### src/hw/sec_params.svh
`ifndef SEC_PARAMS_SVH
`define SEC_PARAMS_SVH

// register byte addresses
`define SEC_ADDR_LATCH     8'h00
`define SEC_ADDR_CMASK     8'h04
`define SEC_ADDR_PEND      8'h08
`define SEC_ADDR_PMASK     8'h0c
`define SEC_ADDR_PSTATE    8'h10
`define SEC_ADDR_WAKE      8'h14
`define SEC_ADDR_ASSIGN0   8'h18
`define SEC_ADDR_ASSIGN1   8'h1c
`define SEC_ADDR_ASSIGN2   8'h20
`define SEC_ADDR_ASSIGN3   8'h24
`define SEC_ADDR_CTRL      8'h28

// sizes
`define SEC_NSRC           29
`define SEC_NGP            9
`define SEC_NCLS           16
`define SEC_GP_BASE        7

// sources 1 and 21..26 do not exist
`define SEC_SRC_VALID      29'h181f_fffd
// classes 0..4 cannot be masked
`define SEC_NOMASK         16'h001f

// reset values
`define SEC_CMASK_RST      16'h0000
`define SEC_PMASK_RST      29'h000_0000
`define SEC_WAKE_RST       29'h000_0000
`define SEC_GIE_RST        1'b0
// default source-to-input routing, one nibble per source, 0 means input 7
`define SEC_ASSIGN_RST     128'h0008_7000_0006_6554_4433_3322_1111_0000

`endif

### src/hw/sec_pkg.sv
`default_nettype none
package sec_pkg;
    typedef struct packed {
        logic [7:0]  addr;
        logic [31:0] wdata;
        logic        wr;
        logic        rd;
    } sec_bus_s;

    typedef struct packed {
        logic       req;
        logic [3:0] cls;
    } sec_svc_s;
endpackage
`default_nettype wire

### src/hw/sec_ctrl.sv
// What this block does
// software picks each source's target input
// default routing loaded at reset
// sixteen-bit latch, mask and pending registers
// latch set by hardware, cleared on acceptance
// mask bit set lets class be serviced
// global enable gates general-purpose inputs
// pending marks active or nested events
// three 32-bit per-source control registers
// clear source mask bit blocks source
// source state reads live source level
// enabled source wakes powered-down core
// shared input tolerates overlapping pulses
// pending bit acknowledges routing stage
// two-cycle rising edge sets latch
// pending set clears latch, rearms edge
// pending no sooner than three cycles
// fixed priority, lowest index wins
// higher priority preempts active service
// input is OR of unmasked mapped sources
// reserved source bits read zero, inert
`include "sec_params.svh"
`default_nettype none
module sec_ctrl
(
    input  wire logic              ref_clk_i,
    input  wire logic              rst_b_i,
    input  wire sec_pkg::sec_bus_s bus_i,
    output logic [31:0]            rdata_o,
    input  wire logic              supervisor_i,
    input  wire logic [28:0]       src_i,
    input  wire logic [6:0]        ded_evt_i,
    input  wire logic              global_irq_on_instr_i,
    input  wire logic              global_irq_off_instr_i,
    input  wire logic              accept_i,
    input  wire logic              return_i,
    input  wire logic              powered_down_i,
    output sec_pkg::sec_svc_s      svc_o,
    output logic [8:0]             gp_ack_o,
    output logic                   wake_o
);
    import sec_pkg::*;

    logic        rst_s1;
    logic        rst_n;
    logic [15:0] core_event_latch;
    logic [15:0] core_event_mask;
    logic [15:0] core_event_pending;
    logic [28:0] peripheral_source_mask;
    logic [28:0] peripheral_wakeup_enable;
    logic [3:0]  target [0:28];
    logic        gie;
    logic [8:0]  gp_raw;
    logic [15:0] raw;
    logic [15:0] raw_q;
    logic [15:0] raw_qq;
    logic [15:0] edge_det;
    logic [15:0] eff_mask;
    logic [15:0] elig;
    logic [15:0] higher;
    logic        svc_req;
    logic [3:0]  svc_cls;
    logic        acc_fire;
    logic [15:0] acc_bit;
    logic [15:0] ret_bit;
    logic [28:0] src_live;
    logic [31:0] next_rdata;
    logic        core_ok;
    logic [31:0] assign_word [0:3];

    // reset released through two flops
    always_ff @(posedge ref_clk_i or negedge rst_b_i)
    begin
        if (!rst_b_i)
        begin
            rst_s1 <= 1'b0;
            rst_n  <= 1'b0;
        end
        else
        begin
            rst_s1 <= 1'b1;
            rst_n  <= rst_s1;
        end
    end

    // reserved ids masked off
    assign src_live = src_i & `SEC_SRC_VALID;
    assign core_ok  = supervisor_i;

    // per-source target, R02: default map
    genvar s;
    generate
        for (s = 0; s < `SEC_NSRC; s++)
        begin : g_tgt
            always_ff @(posedge ref_clk_i or negedge rst_n)
            begin
                if (!rst_n)
                    target[s] <= 4'(`SEC_ASSIGN_RST >> (4 * s));
                else if (bus_i.wr && core_ok
                         && bus_i.addr == `SEC_ADDR_ASSIGN0
                            + 8'(4 * (s / 8)))
                    target[s] <= bus_i.wdata[4 * (s % 8) +: 4];
            end
        end
    endgenerate

    // or of unmasked sources, R09 mask gate
    genvar g;
    generate
        for (g = 0; g < `SEC_NGP; g++)
        begin : g_gp
            logic [28:0] hit;
            always_comb
            begin
                for (int k = 0; k < `SEC_NSRC; k++)
                    hit[k] = src_live[k] && peripheral_source_mask[k]
                             && target[k] == 4'(g);
            end
            assign gp_raw[g] = |hit;
        end
    endgenerate

    // pending bits seen as the acknowledgement
    assign gp_ack_o = core_event_pending[15:7];

    // per-source control registers
    always_ff @(posedge ref_clk_i or negedge rst_n)
    begin
        if (!rst_n)
        begin
            peripheral_source_mask   <= `SEC_PMASK_RST;
            peripheral_wakeup_enable <= `SEC_WAKE_RST;
        end
        else if (bus_i.wr && core_ok)
        begin
            if (bus_i.addr == `SEC_ADDR_PMASK)
                peripheral_source_mask <= bus_i.wdata[28:0]
                                          & `SEC_SRC_VALID;
            if (bus_i.addr == `SEC_ADDR_WAKE)
                peripheral_wakeup_enable <= bus_i.wdata[28:0]
                                            & `SEC_SRC_VALID;
        end
    end

    // wakeup request while powered down
    always_ff @(posedge ref_clk_i or negedge rst_n)
    begin
        if (!rst_n)
            wake_o <= 1'b0;
        else
            wake_o <= powered_down_i
                      && |(src_live & peripheral_wakeup_enable);
    end

    // edge seen after two clocks
    assign raw = {gp_raw, ded_evt_i};
    always_ff @(posedge ref_clk_i or negedge rst_n)
    begin
        if (!rst_n)
        begin
            raw_q  <= 16'h0000;
            raw_qq <= 16'h0000;
        end
        else
        begin
            raw_q  <= raw;
            raw_qq <= raw_q;
        end
    end
    assign edge_det = raw_q & ~raw_qq;

    // global enable instructions
    always_ff @(posedge ref_clk_i or negedge rst_n)
    begin
        if (!rst_n)
            gie <= `SEC_GIE_RST;
        else if (global_irq_on_instr_i)
            gie <= 1'b1;
        else if (global_irq_off_instr_i)
            gie <= 1'b0;
        else if (bus_i.wr && core_ok && bus_i.addr == `SEC_ADDR_CTRL)
            gie <= bus_i.wdata[0];
    end

    // core mask, R03 sixteen classes
    always_ff @(posedge ref_clk_i or negedge rst_n)
    begin
        if (!rst_n)
            core_event_mask <= `SEC_CMASK_RST;
        else if (bus_i.wr && core_ok && bus_i.addr == `SEC_ADDR_CMASK)
            core_event_mask <= bus_i.wdata[15:0];
    end
    assign eff_mask = core_event_mask | `SEC_NOMASK;

    // fixed priority, R18 preempt only above active
    always_comb
    begin
        higher  = 16'h0000;
        svc_cls = 4'h0;
        svc_req = 1'b0;
        for (int k = `SEC_NCLS - 1; k >= 0; k--)
            if (core_event_pending[k])
                higher = 16'((32'h1 << k) - 32'h1);
        if (core_event_pending == 16'h0000)
            higher = 16'hffff;
        elig = core_event_latch & eff_mask & higher
               & {{9{gie}}, 7'h7f};
        for (int k = `SEC_NCLS - 1; k >= 0; k--)
            if (elig[k])
            begin
                svc_cls = 4'(k);
                svc_req = 1'b1;
            end
    end

    assign svc_o.req = svc_req;
    assign svc_o.cls = svc_cls;
    assign acc_fire  = accept_i && svc_req;
    assign acc_bit   = acc_fire ? 16'(32'h1 << svc_cls) : 16'h0000;

    // return retires the highest-priority active level
    always_comb
    begin
        ret_bit = 16'h0000;
        for (int k = `SEC_NCLS - 1; k >= 0; k--)
            if (core_event_pending[k])
                ret_bit = 16'(32'h1 << k);
        if (!return_i)
            ret_bit = 16'h0000;
    end

    // latch, R15 cleared on accept; new edge wins
    always_ff @(posedge ref_clk_i or negedge rst_n)
    begin
        if (!rst_n)
            core_event_latch <= 16'h0000;
        else
            core_event_latch <= (core_event_latch & ~acc_bit) | edge_det;
    end

    // pending set on accept, cleared on return
    always_ff @(posedge ref_clk_i or negedge rst_n)
    begin
        if (!rst_n)
            core_event_pending <= 16'h0000;
        else
            core_event_pending <= (core_event_pending & ~ret_bit)
                                  | acc_bit;
    end

    // assignment words rebuilt for readback
    always_comb
    begin
        for (int w = 0; w < 4; w++)
            assign_word[w] = 32'h0000_0000;
        for (int k = 0; k < `SEC_NSRC; k++)
            assign_word[k / 8][4 * (k % 8) +: 4] = target[k];
    end

    // live state; all regs read zero outside supervisor
    always_comb
    begin
        next_rdata = 32'h0000_0000;
        if (core_ok)
        begin
            case (bus_i.addr)
                `SEC_ADDR_LATCH:   next_rdata = {16'h0, core_event_latch};
                `SEC_ADDR_CMASK:   next_rdata = {16'h0, core_event_mask};
                `SEC_ADDR_PEND:    next_rdata = {16'h0, core_event_pending};
                `SEC_ADDR_PMASK:   next_rdata = {3'h0, peripheral_source_mask};
                `SEC_ADDR_PSTATE:  next_rdata = {3'h0, src_live};
                `SEC_ADDR_WAKE:
                    next_rdata = {3'h0, peripheral_wakeup_enable};
                `SEC_ADDR_ASSIGN0: next_rdata = assign_word[0];
                `SEC_ADDR_ASSIGN1: next_rdata = assign_word[1];
                `SEC_ADDR_ASSIGN2: next_rdata = assign_word[2];
                `SEC_ADDR_ASSIGN3: next_rdata = assign_word[3];
                `SEC_ADDR_CTRL:    next_rdata = {31'h0, gie};
                default:           next_rdata = 32'h0000_0000;
            endcase
        end
    end

    // read data valid only in the cycle after the strobe
    always_ff @(posedge ref_clk_i or negedge rst_n)
    begin
        if (!rst_n)
            rdata_o <= 32'h0000_0000;
        else if (bus_i.rd)
            rdata_o <= next_rdata;
        else
            rdata_o <= 32'h0000_0000;
    end
endmodule
`default_nettype wire

### config.mk
export PLATFORM = sky130hd
export DESIGN_NAME = sec_ctrl
export DESIGN_NICKNAME = d
export VERILOG_FILES = /design/src/hw/sec_pkg.sv /design/src/hw/sec_ctrl.sv
export VERILOG_INCLUDE_DIRS = /design/src /design/src/hw
export SDC_FILE = /design/constraint.sdc
export NUM_CORES = 1
export LEC_CHECK = 0
export BUFFER_PORTS_ARGS = -buffer_cell sky130_fd_sc_hd__buf_2
export CAP_MARGIN = 20
export CORE_MARGIN = 4
export CORE_UTILIZATION = 50
export DETAILED_ROUTE_END_ITERATION = 8
export PLACE_DENSITY = 0.69
export SYNTH_ARGS = -nofsm -noshare
export SYNTH_HDL_FRONTEND = slang
export SYNTH_SLANG_ARGS = --single-unit
### constraint.sdc
create_clock -name ref_clk_i -period 22.2 [get_ports ref_clk_i]
set_input_delay 1.11 -clock ref_clk_i [delete_from_list [all_inputs] [get_ports ref_clk_i]]
set_output_delay 1.11 -clock ref_clk_i [all_outputs]
set_load 0.02 [all_outputs]
Word-level counts from Yosys, hierarchy flattened
Index checks and enable logic that the tools add are counted.
{ "op_classes": {"n_eq_ne": 186, "n_shift": 1, "bitwise": 12, "mux": 73, "n_reduce_logical": 266} }
{ "op_table": {"columns": ["cell", "count"], "rows": [
  ["equality test 4 x 3 -> 1 bit (second input constant)", 88],
  ["one-hot mux 32 bit (11 select lines)", 1],
  ["2-to-1 mux 16 bit", 19],
  ["2-to-1 mux 15 bit", 16],
  ["logical AND 1 bit", 229],
  ["OR reduction 22 bit", 9],
  ["equality test 4 x 2 -> 1 bit (second input constant)", 44],
  ["AND 16 bit", 6],
  ["equality test 4 x 1 -> 1 bit (second input constant)", 22],
  ["equality test 4 bit (second input constant)", 22],
  ["zero test 4 bit", 22],
  ["2-to-1 mux 32 bit", 2],
  ["2-to-1 mux 4 bit", 16],
  ["NOT 16 bit", 3],
  ["equality test 8 x 5 -> 1 bit (second input constant)", 4],
  ["OR 16 bit", 2],
  ["AND 29 bit", 1],
  ["OR reduction 29 bit", 1],
  ["equality test 8 x 6 -> 1 bit (second input constant)", 3],
  ["2-to-1 mux 1 bit", 19],
  ["equality test 8 x 4 -> 1 bit (second input constant)", 2],
  ["zero test 16 bit", 1],
  ["left shift 1 x 4 -> 16 bit (first input constant)", 1],
  ["equality test 8 x 3 -> 1 bit (second input constant)", 1],
  ["3 further kinds", 4]
]} }
{ "totals": {"elab_cells": 579, "inputBits": 86, "register_bits": 276} }

Depth between registers and ports, before layout
Gate-level depths: netlist of run 1.
{ "logic_depth": {"depth_word": 40, "ltp_mapped": 9, "mapped_depth_nobuf": 8} }

Least setup slack after synthesis of run 1
Ideal clock, no wire load.
{ "synth_path": {"path_kind": "reg-to-output", "from": "register core_event_pending[1]", "to": "output svc_o[0] (netlist bit)", "t_arrival_ns": 2.103, "path_slack_ns": 18.987, "path_stages_with_launch": 8, "required_time_ns": 21.090, "cell_sequence": "dfrtp_1 -> buf_2 -> or4_4 -> or3_1 -> nor2_1 -> nor3b_1 -> a221oi_4 -> buf_4"} }
{ "synth_lines": {"columns": ["item", "line", "rtl"], "rows": [
  ["from (decl)", "sec_ctrl.sv:48", "logic [15:0] core_event_pending;"],
  ["from (signal assigned)", "sec_ctrl.sv:247", "core_event_pending <= (core_event_pending & ~ret_bit)"],
  ["to (decl)", "sec_ctrl.sv:38", "output sec_pkg::sec_svc_s svc_o,"]
]} }

==> results.yml, run 1 <==
floorplan:
  dieArea_sq_um: 30400
  fp.dieH_um: 174
  io_pins: 133
  rows: 60
  dieWidth_um: 174
  start_util_pct: 51.0
  core-area_sq_um: 27100
clock_tree:
  postCtsHoldBufs: 0
  insertion_delay_ns: 0.56
  cts_buffers: 29
  cts-root-buf: "clkbuf_16"
  clk_path_buf_depth: 3
  cts.sinks: 276
  post_cts_buffers: 0
  htree_num_levels: 1
  cts.repair.resized: 0
  path_clk_slew_ns: 0.06
  cts_tree: "built"
placement:
  post-dp-hpwl_mm: 36.3
  globalplace.congestion: 1.03
  port_buffers: 125
  dp.cells: 1697
pwr:
  p_leak_uw: 0.00702
  vdd_drop_max_mv: 0.0740
  p_per_area_nw_per_um2: 82.1
synthesis:
  yosys.area_share.xor_xnor_pct: 0
  synthCells: 1271
  syn_area_sq_um: 13800
  synth_ff_type: "dfrtp_1"
  synth_compound_area_share_pct: 14.1
  syn_avg_cell_area_sq_um: 10.9
  synth_fa_ha_area_share_pct: 0
  synth_cell_type_count: 64
  synth_top_family_by_area: "simple AND/OR/NAND/NOR gates"
  ys_ff_latch: 276
  synthSimpleGateAreaFrac_pct: 17.9
  async_flop_share_pct: 100
  ys_seq_area_share_pct: 50.2
  synth_nets: 1357
  synth.area.mux_share_pct: 14.4
  yosys_warnings: 0
  synth-edff-count: 0
worst_setup_path:
  worstSetupStartpointType: "flip-flop"
  cp.arrival_ns: 3.48
  critPathKind: "flip-flop to output port"
  setup.worst_path.end_class: "output port"
  cp_max_fo: 15
  crit_required_ns: 21.09
  reg2regPathDepth: 7
  startpoint: "core_event_pending[8]"
  r2r_start: "core_event_pending[8]"
routing:
  drc: 0
  wl_per_cell_um: 28.0
  antenna_left: 0
  vias: 11678
  viasPerCell: 6.67
  drtPass1Iterations: 9
  wl_mm: 49.1
  drtIter0Drc: 1671
final_layout:
  final_nets: 1442
  areaGrowthSynthToFinish_pct: 14.3
  diodes: 0
  drive_above_1_share_pct: 30.2
  final_cells: 1751
sta:
  setup_viol: 0
  final-hold-violation-count: 0
  finalCriticalPeriod_ns: 4.59
  rsz0062_at_grt: "false"
  drv_slew: 0
  post-route-period-util_pct: 20.7
  fmax_mhz: 218
  tns_ns: 0
  clock_skew_ns: 0.00969
  tightest_slew_ns: 1.06
  relSlewSlack_pct: 29.1
global_routing:
  grt_overflow_total: 0
  grt_max_degree: 133
  grt_usage_pct: 31.7
  antenna_found_initial: 1
  grt_pass1_wl_mm: 73.6
  grt_pass1_vias: 11230
flow_run:
  maxCapViolations: 0
min_path:
  hp-class: "input pin to async pin"
run_status:
  outcome: "completed"
-- flip-flops by register name, summed over array words and instances, names as in the netlist --
name	cells
rst_s1	1
core_event_mask	16
assign_word	116
rdata_o	32
raw_qq	16
raw_q	16
rst_n	1
peripheral_wakeup_enable	22
core_event_latch	16
wake_o	1
gie	1
core_event_pending	16
peripheral_source_mask	22
-- path summary, 6_finish.rpt --
| kind | endpoint | slack [ns] |
|---|---|---|
| max | svc_o[0] | 17.61 |
| min | rst_n | 0.32 |
| max reg2reg | core_event_latch[15] | 18.71 |
| min reg2reg | rst_n | 0.35 |
| max in group asynchronous | peripheral_wakeup_enable[20] | 20.21 |
| min in group ref_clk_i | rst_n | 0.35 |
-- worst max-delay path, cell delays in order (launching register included) --
cell	delay, ns
dfrtp_1	0.52
nor4_1	0.61
nand4_1	0.37
nor3b_1	0.30
nor3b_1	0.11
a221oi_4	0.71
buf_2	0.30
-- layout by cell type, fill, tap and decap left out, types with 9 or more instances in the layout --
cell and count:
dfrtp_1 246, mux2_2 176, buf_2 125, nand2_1 99, nor2_1 80, nor3_1 54, a22oi_1 51, a222oi_1 49
nor3b_1 45, nand3b_1 41, dfstp_2 29, clkbuf_16 29, nand3_1 28, o21ai_0 27, inv_1 22, nor4_1 20
a21oi_1 20, nand4_1 20, buf_4 18, a31oi_1 15, a41oi_1 14, a22o_1 13, o22ai_1 13, nor4bb_1 9
-- cells by family after synthesis --
kind of cell,Yosys count
AOI/OAI and AO/OA,250
buffers and inverters,114
DFF,276
muxes,177
other,1
and+or+nand+nor,453
-- layout make-up --
class,instances,area [sq um]
inverter,23,86.3
tap,372,465
fill,2349,11300
timing repair buffer,145,808
clock buffer,37,806
multi-input combinational,881,6420
clock inverter,17,270
sequential,276,6950
-- synthesized netlist by cell type (11+ instances only) --
cell type  number  share of area (%)
dfrtp_1       247                 45
mux2_2        176                 14
nand2_1        99                2.7
nor2_1         84                2.3
clkbuf_1       62                1.7
nor3_1         54                2.0
a22oi_1        51                2.8
a222oi_1       49                3.5
nor3b_1        45                2.4
nand3b_1       41                2.2
dfstp_2        29                5.5
nand3_1        28                1.0
o21ai_0        27               0.98
inv_1          22               0.60
a21oi_1        20               0.72
nand4_1        20               0.90
nor4_1         20               0.90
a31oi_1        15               0.68
a41oi_1        14               0.89
a22o_1         13               0.82
buf_1          13               0.35
o22ai_1        13               0.59
buf_4          11               0.60
-- metal layers --
layer  GRT usage [%]  vias to the layer above  wire (um)
li1                -                     5022          -
met1            48.6                     5882      21000
met2            47.3                      675      21300
met3            5.11                       97       5160
met4            8.15                        2       1600
met5               0                        -         19
-- per-stage QoR --
stage	power [uW]	hold WS, ns	setup slack, ns	util, %	cell area (sq um)
floorplan	689	0.331	13.99	-	13800
global placement	755	0.338	18.33	54.2	14700
detailed placement	759	0.341	18.30	54.3	14700
CTS	1300	0.305	17.70	58.3	15800
global route	1350	0.308	17.37	58.3	15800
finish	1300	0.324	17.61	58.3	15800
-- report_power, final --
| group | total, uW | internal [uW] | switching (uW) |
|---|---|---|---|
| clock network | 543 | 337 | 206 |
| logic | 189 | 65.1 | 123 |
| registers | 565 | 526 | 39.3 |
Power figures use the tool's default switching activity.
==> inputs of run 2 (changes only) <==
--- a/config.mk
+++ b/config.mk
@@ -6,6 +6,7 @@
 export SDC_FILE = /design/constraint.sdc
 export NUM_CORES = 1
 export LEC_CHECK = 0
+export ABC_AREA = 1
 export BUFFER_PORTS_ARGS = -buffer_cell sky130_fd_sc_hd__buf_2
 export CAP_MARGIN = 20
 export CORE_MARGIN = 4
==> constraint.sdc (replaced) <==
create_clock -name ref_clk_i -period 4.3 [get_ports ref_clk_i]
set_input_delay 0.215 -clock ref_clk_i [delete_from_list [all_inputs] [get_ports ref_clk_i]]
set_output_delay 0.215 -clock ref_clk_i [all_outputs]
set_load 0.02 [all_outputs]
==> run 2 against run 1 <==
Effect of this change: the flow now finishes with violations (negative hold slack); first-iteration DRC count grew 0.30%; die area grew 1.5%; flip-flop and latch count is the same; highest routed layer is now met4.
==> results.yml, run 2 <==
synthesis:
  ys_seq_area_share_pct: 49.5
  synth_nets: 1875
  ys_ff_latch: 276
  synth_area_leaders: "dfrtp_1 (44%), nand2_1 (13%), o21ai_0 (6.6%), inv_1 (6.3%), dfstp_2 (5.4%)"
  yosys_warnings: 0
  synth_ff_type: "dfrtp_1"
  syn_area_sq_um: 14000
  synth_cell_type_count: 48
  synth_top_cell_area_share_pct: 44.0
  synth.most_common_cell: "nand2_1"
  synthCells: 1789
  synth-edff-count: 0
  syn_avg_cell_area_sq_um: 7.85
  async_flop_share_pct: 100
  synth_commonest_cells: "nand2_1 (475), dfrtp_1 (247), inv_1 (236)"
  synth_top_area_cell: "dfrtp_1"
pwr:
  p_leak_uw: 0.00780
  p_sw_uw: 1980
  vdd_drop_max_mv: 0.299
  swShare_pct: 29.4
  p_comb_share_pct: 16.2
  seq_power_share_pct: 42.3
  p_int_uw: 4750
  p_per_area_nw_per_um2: 411
  finalPower_uw: 6730
  clock_power_share_pct: 41.5
floorplan:
  core-area_sq_um: 27700
  start_util_pct: 50.7
  fp.dieH_um: 176
  dieArea_sq_um: 30800
  rows: 61
  io_pins: 133
  dieWidth_um: 176
global_routing:
  grt_usage_pct: 34.2
  grt_max_degree: 154
  grt_pass1_vias: 13023
  grt_pass1_wl_mm: 79.6
  grt_overflow_total: 0
  antenna_found_initial: 0
run_status:
  outcome: "finished, violations left"
  violations: "negative hold slack"
placement:
  port_buffers: 125
  pre_cts_ws_ns: 1.54
  post-dp-hpwl_mm: 40.1
  dp.cells: 2248
  globalplace.congestion: 1.06
sta:
  tightest_slew_ns: 1.09
  clock_skew_ns: 0.0126
  drv_slew: 0
  finalCriticalPeriod_ns: 3.08
  timing.final.ws_setup_ns: 1.22
  setup_viol: 0
  post-route-period-util_pct: 71.7
  fmax_mhz: 324
  final-hold-violation-count: 1
  tns_ns: 0
  whs_ns: -0.000820
  relSlewSlack_pct: 27.3
  rsz0062_at_grt: "false"
routing:
  drc: 0
  viasPerCell: 5.83
  drtPass1Iterations: 6
  highest_layer: "met4"
  met3_length_mm: 5.14
  vias: 13565
  wl_mm: 52.8
  antenna_left: 0
  wl_met2_mm: 23.3
  met1_length_mm: 22.3
  drtIter0Drc: 1676
  wl_per_cell_um: 22.7
clock_tree:
  cts_tree: "built"
  path_clk_slew_ns: 0.07
  cts_buffers: 29
  postCtsHoldBufs: 24
  cts-root-buf: "clkbuf_16"
  cts.sinks: 276
  cts.repair.resized: 0
  insertion_delay_ns: 0.56
  clk_path_buf_depth: 3
  post_cts_buffers: 0
  htree_num_levels: 1
worst_setup_path:
  crit_required_ns: 4.09
  critPathKind: "flip-flop to output port"
  cpPeakStageDelay_ns: 0.44
  startpoint: "core_event_pending[0]"
  r2r_start: "core_event_pending[0]"
  crit_slowest_cell: "dfrtp_1"
  cp_max_fo: 9
  crit_top_cell: "nand2_1"
  setup.worst_path.end_class: "output port"
  path_cells: "nor2_4 -> nand2_4 -> nor2_1 -> nand3_1 -> nand2_1 -> nand2_1 -> nand2_1 -> nand2_1 -> nand2_1 -> nand2_1 -> nand2_1 -> nand2_1 -> nand2_1 -> nand2_1 -> nand2_1 -> nand2_1 -> nand2_1 -> nand2_2 -> nand2_2 -> inv_2 -> buf_2"
  cp.arrival_ns: 2.87
  worstSetupStartpointType: "flip-flop"
final_layout:
  areaGrowthSynthToFinish_pct: 16.5
  final_nets: 2011
  diodes: 0
  largest_reg_flops: 116
  final_cell_mix: "nand2_1 (472), dfrtp_1 (246), inv_1 (236)"
  final_cells: 2325
  drive_above_1_share_pct: 13.5
  layout_commonest_cell: "nand2_1"
min_path:
  hp-class: "input pin to flip-flop"
  min-delay-start: "bus_i[3]"
flow_run:
  maxCapViolations: 0
==> run 2: layout make-up <==
cell class                 instances  area, sq um
fill                            2620        11300
sequential                       276         6950
multi-input combinational       1196         5870
timing repair buffer             172         1060
inverter                         250          938
clock buffer                      35          778
tap                              378          473
clock inverter                    18          285
==> run 2: stage by stage <==
step | cell area, sq um | util [%]
floorplan | 14000 | -
global placement | 15100 | 54.3
detailed placement | 15100 | 54.3
CTS | 16400 | 59.0
global route | 16400 | 59.0
finish | 16400 | 59.0
==> run 2: logic make-up after synthesis <==
kind of cell	synth area share [%]
simple gates	25.2
compound gates	16.5
buf+inv	8.78
flops	49.5
other cells	0.0267
==> run 2: power by group through the flow <==
stage	clock network, uW	logic, uW	registers [uW]
2_1_floorplan	0	734	2890
3_3_place_gp	0	1040	2880
3_5_place_dp	0	1050	2890
4_1_cts	2820	1080	2840
5_1_grt	2950	1210	2860
6_report	2790	1090	2850
==> run 2: path summary, 6_finish.rpt <==
kind	endpoint	slack [ns]	cells past startpoint
worst max-delay path	svc_o[0]	1.22	21
worst min-delay path	assign_word[33]	-0.0008	3
worst max register to register	core_event_latch[13]	1.50	14
worst min register to register	rst_n	0.36	0
max in group asynchronous	assign_word[119]	3.16	1
min in group asynchronous	peripheral_source_mask[7]	0.43	1
==> run 2: critical path: cells and delay by family, from the launching register on <==
family / cells / cell delay, ns
buf+inv: 2 / 0.18
simple gates: 19 / 1.70
flops: 1 / 0.44
==> run 2: layer usage <==
layer	vias to the layer above	GRT usage [%]
met1	6525	48.4
met3	108	7.66
met4	0	10.9
li1	6285	-
met2	647	52.8
met5	-	0
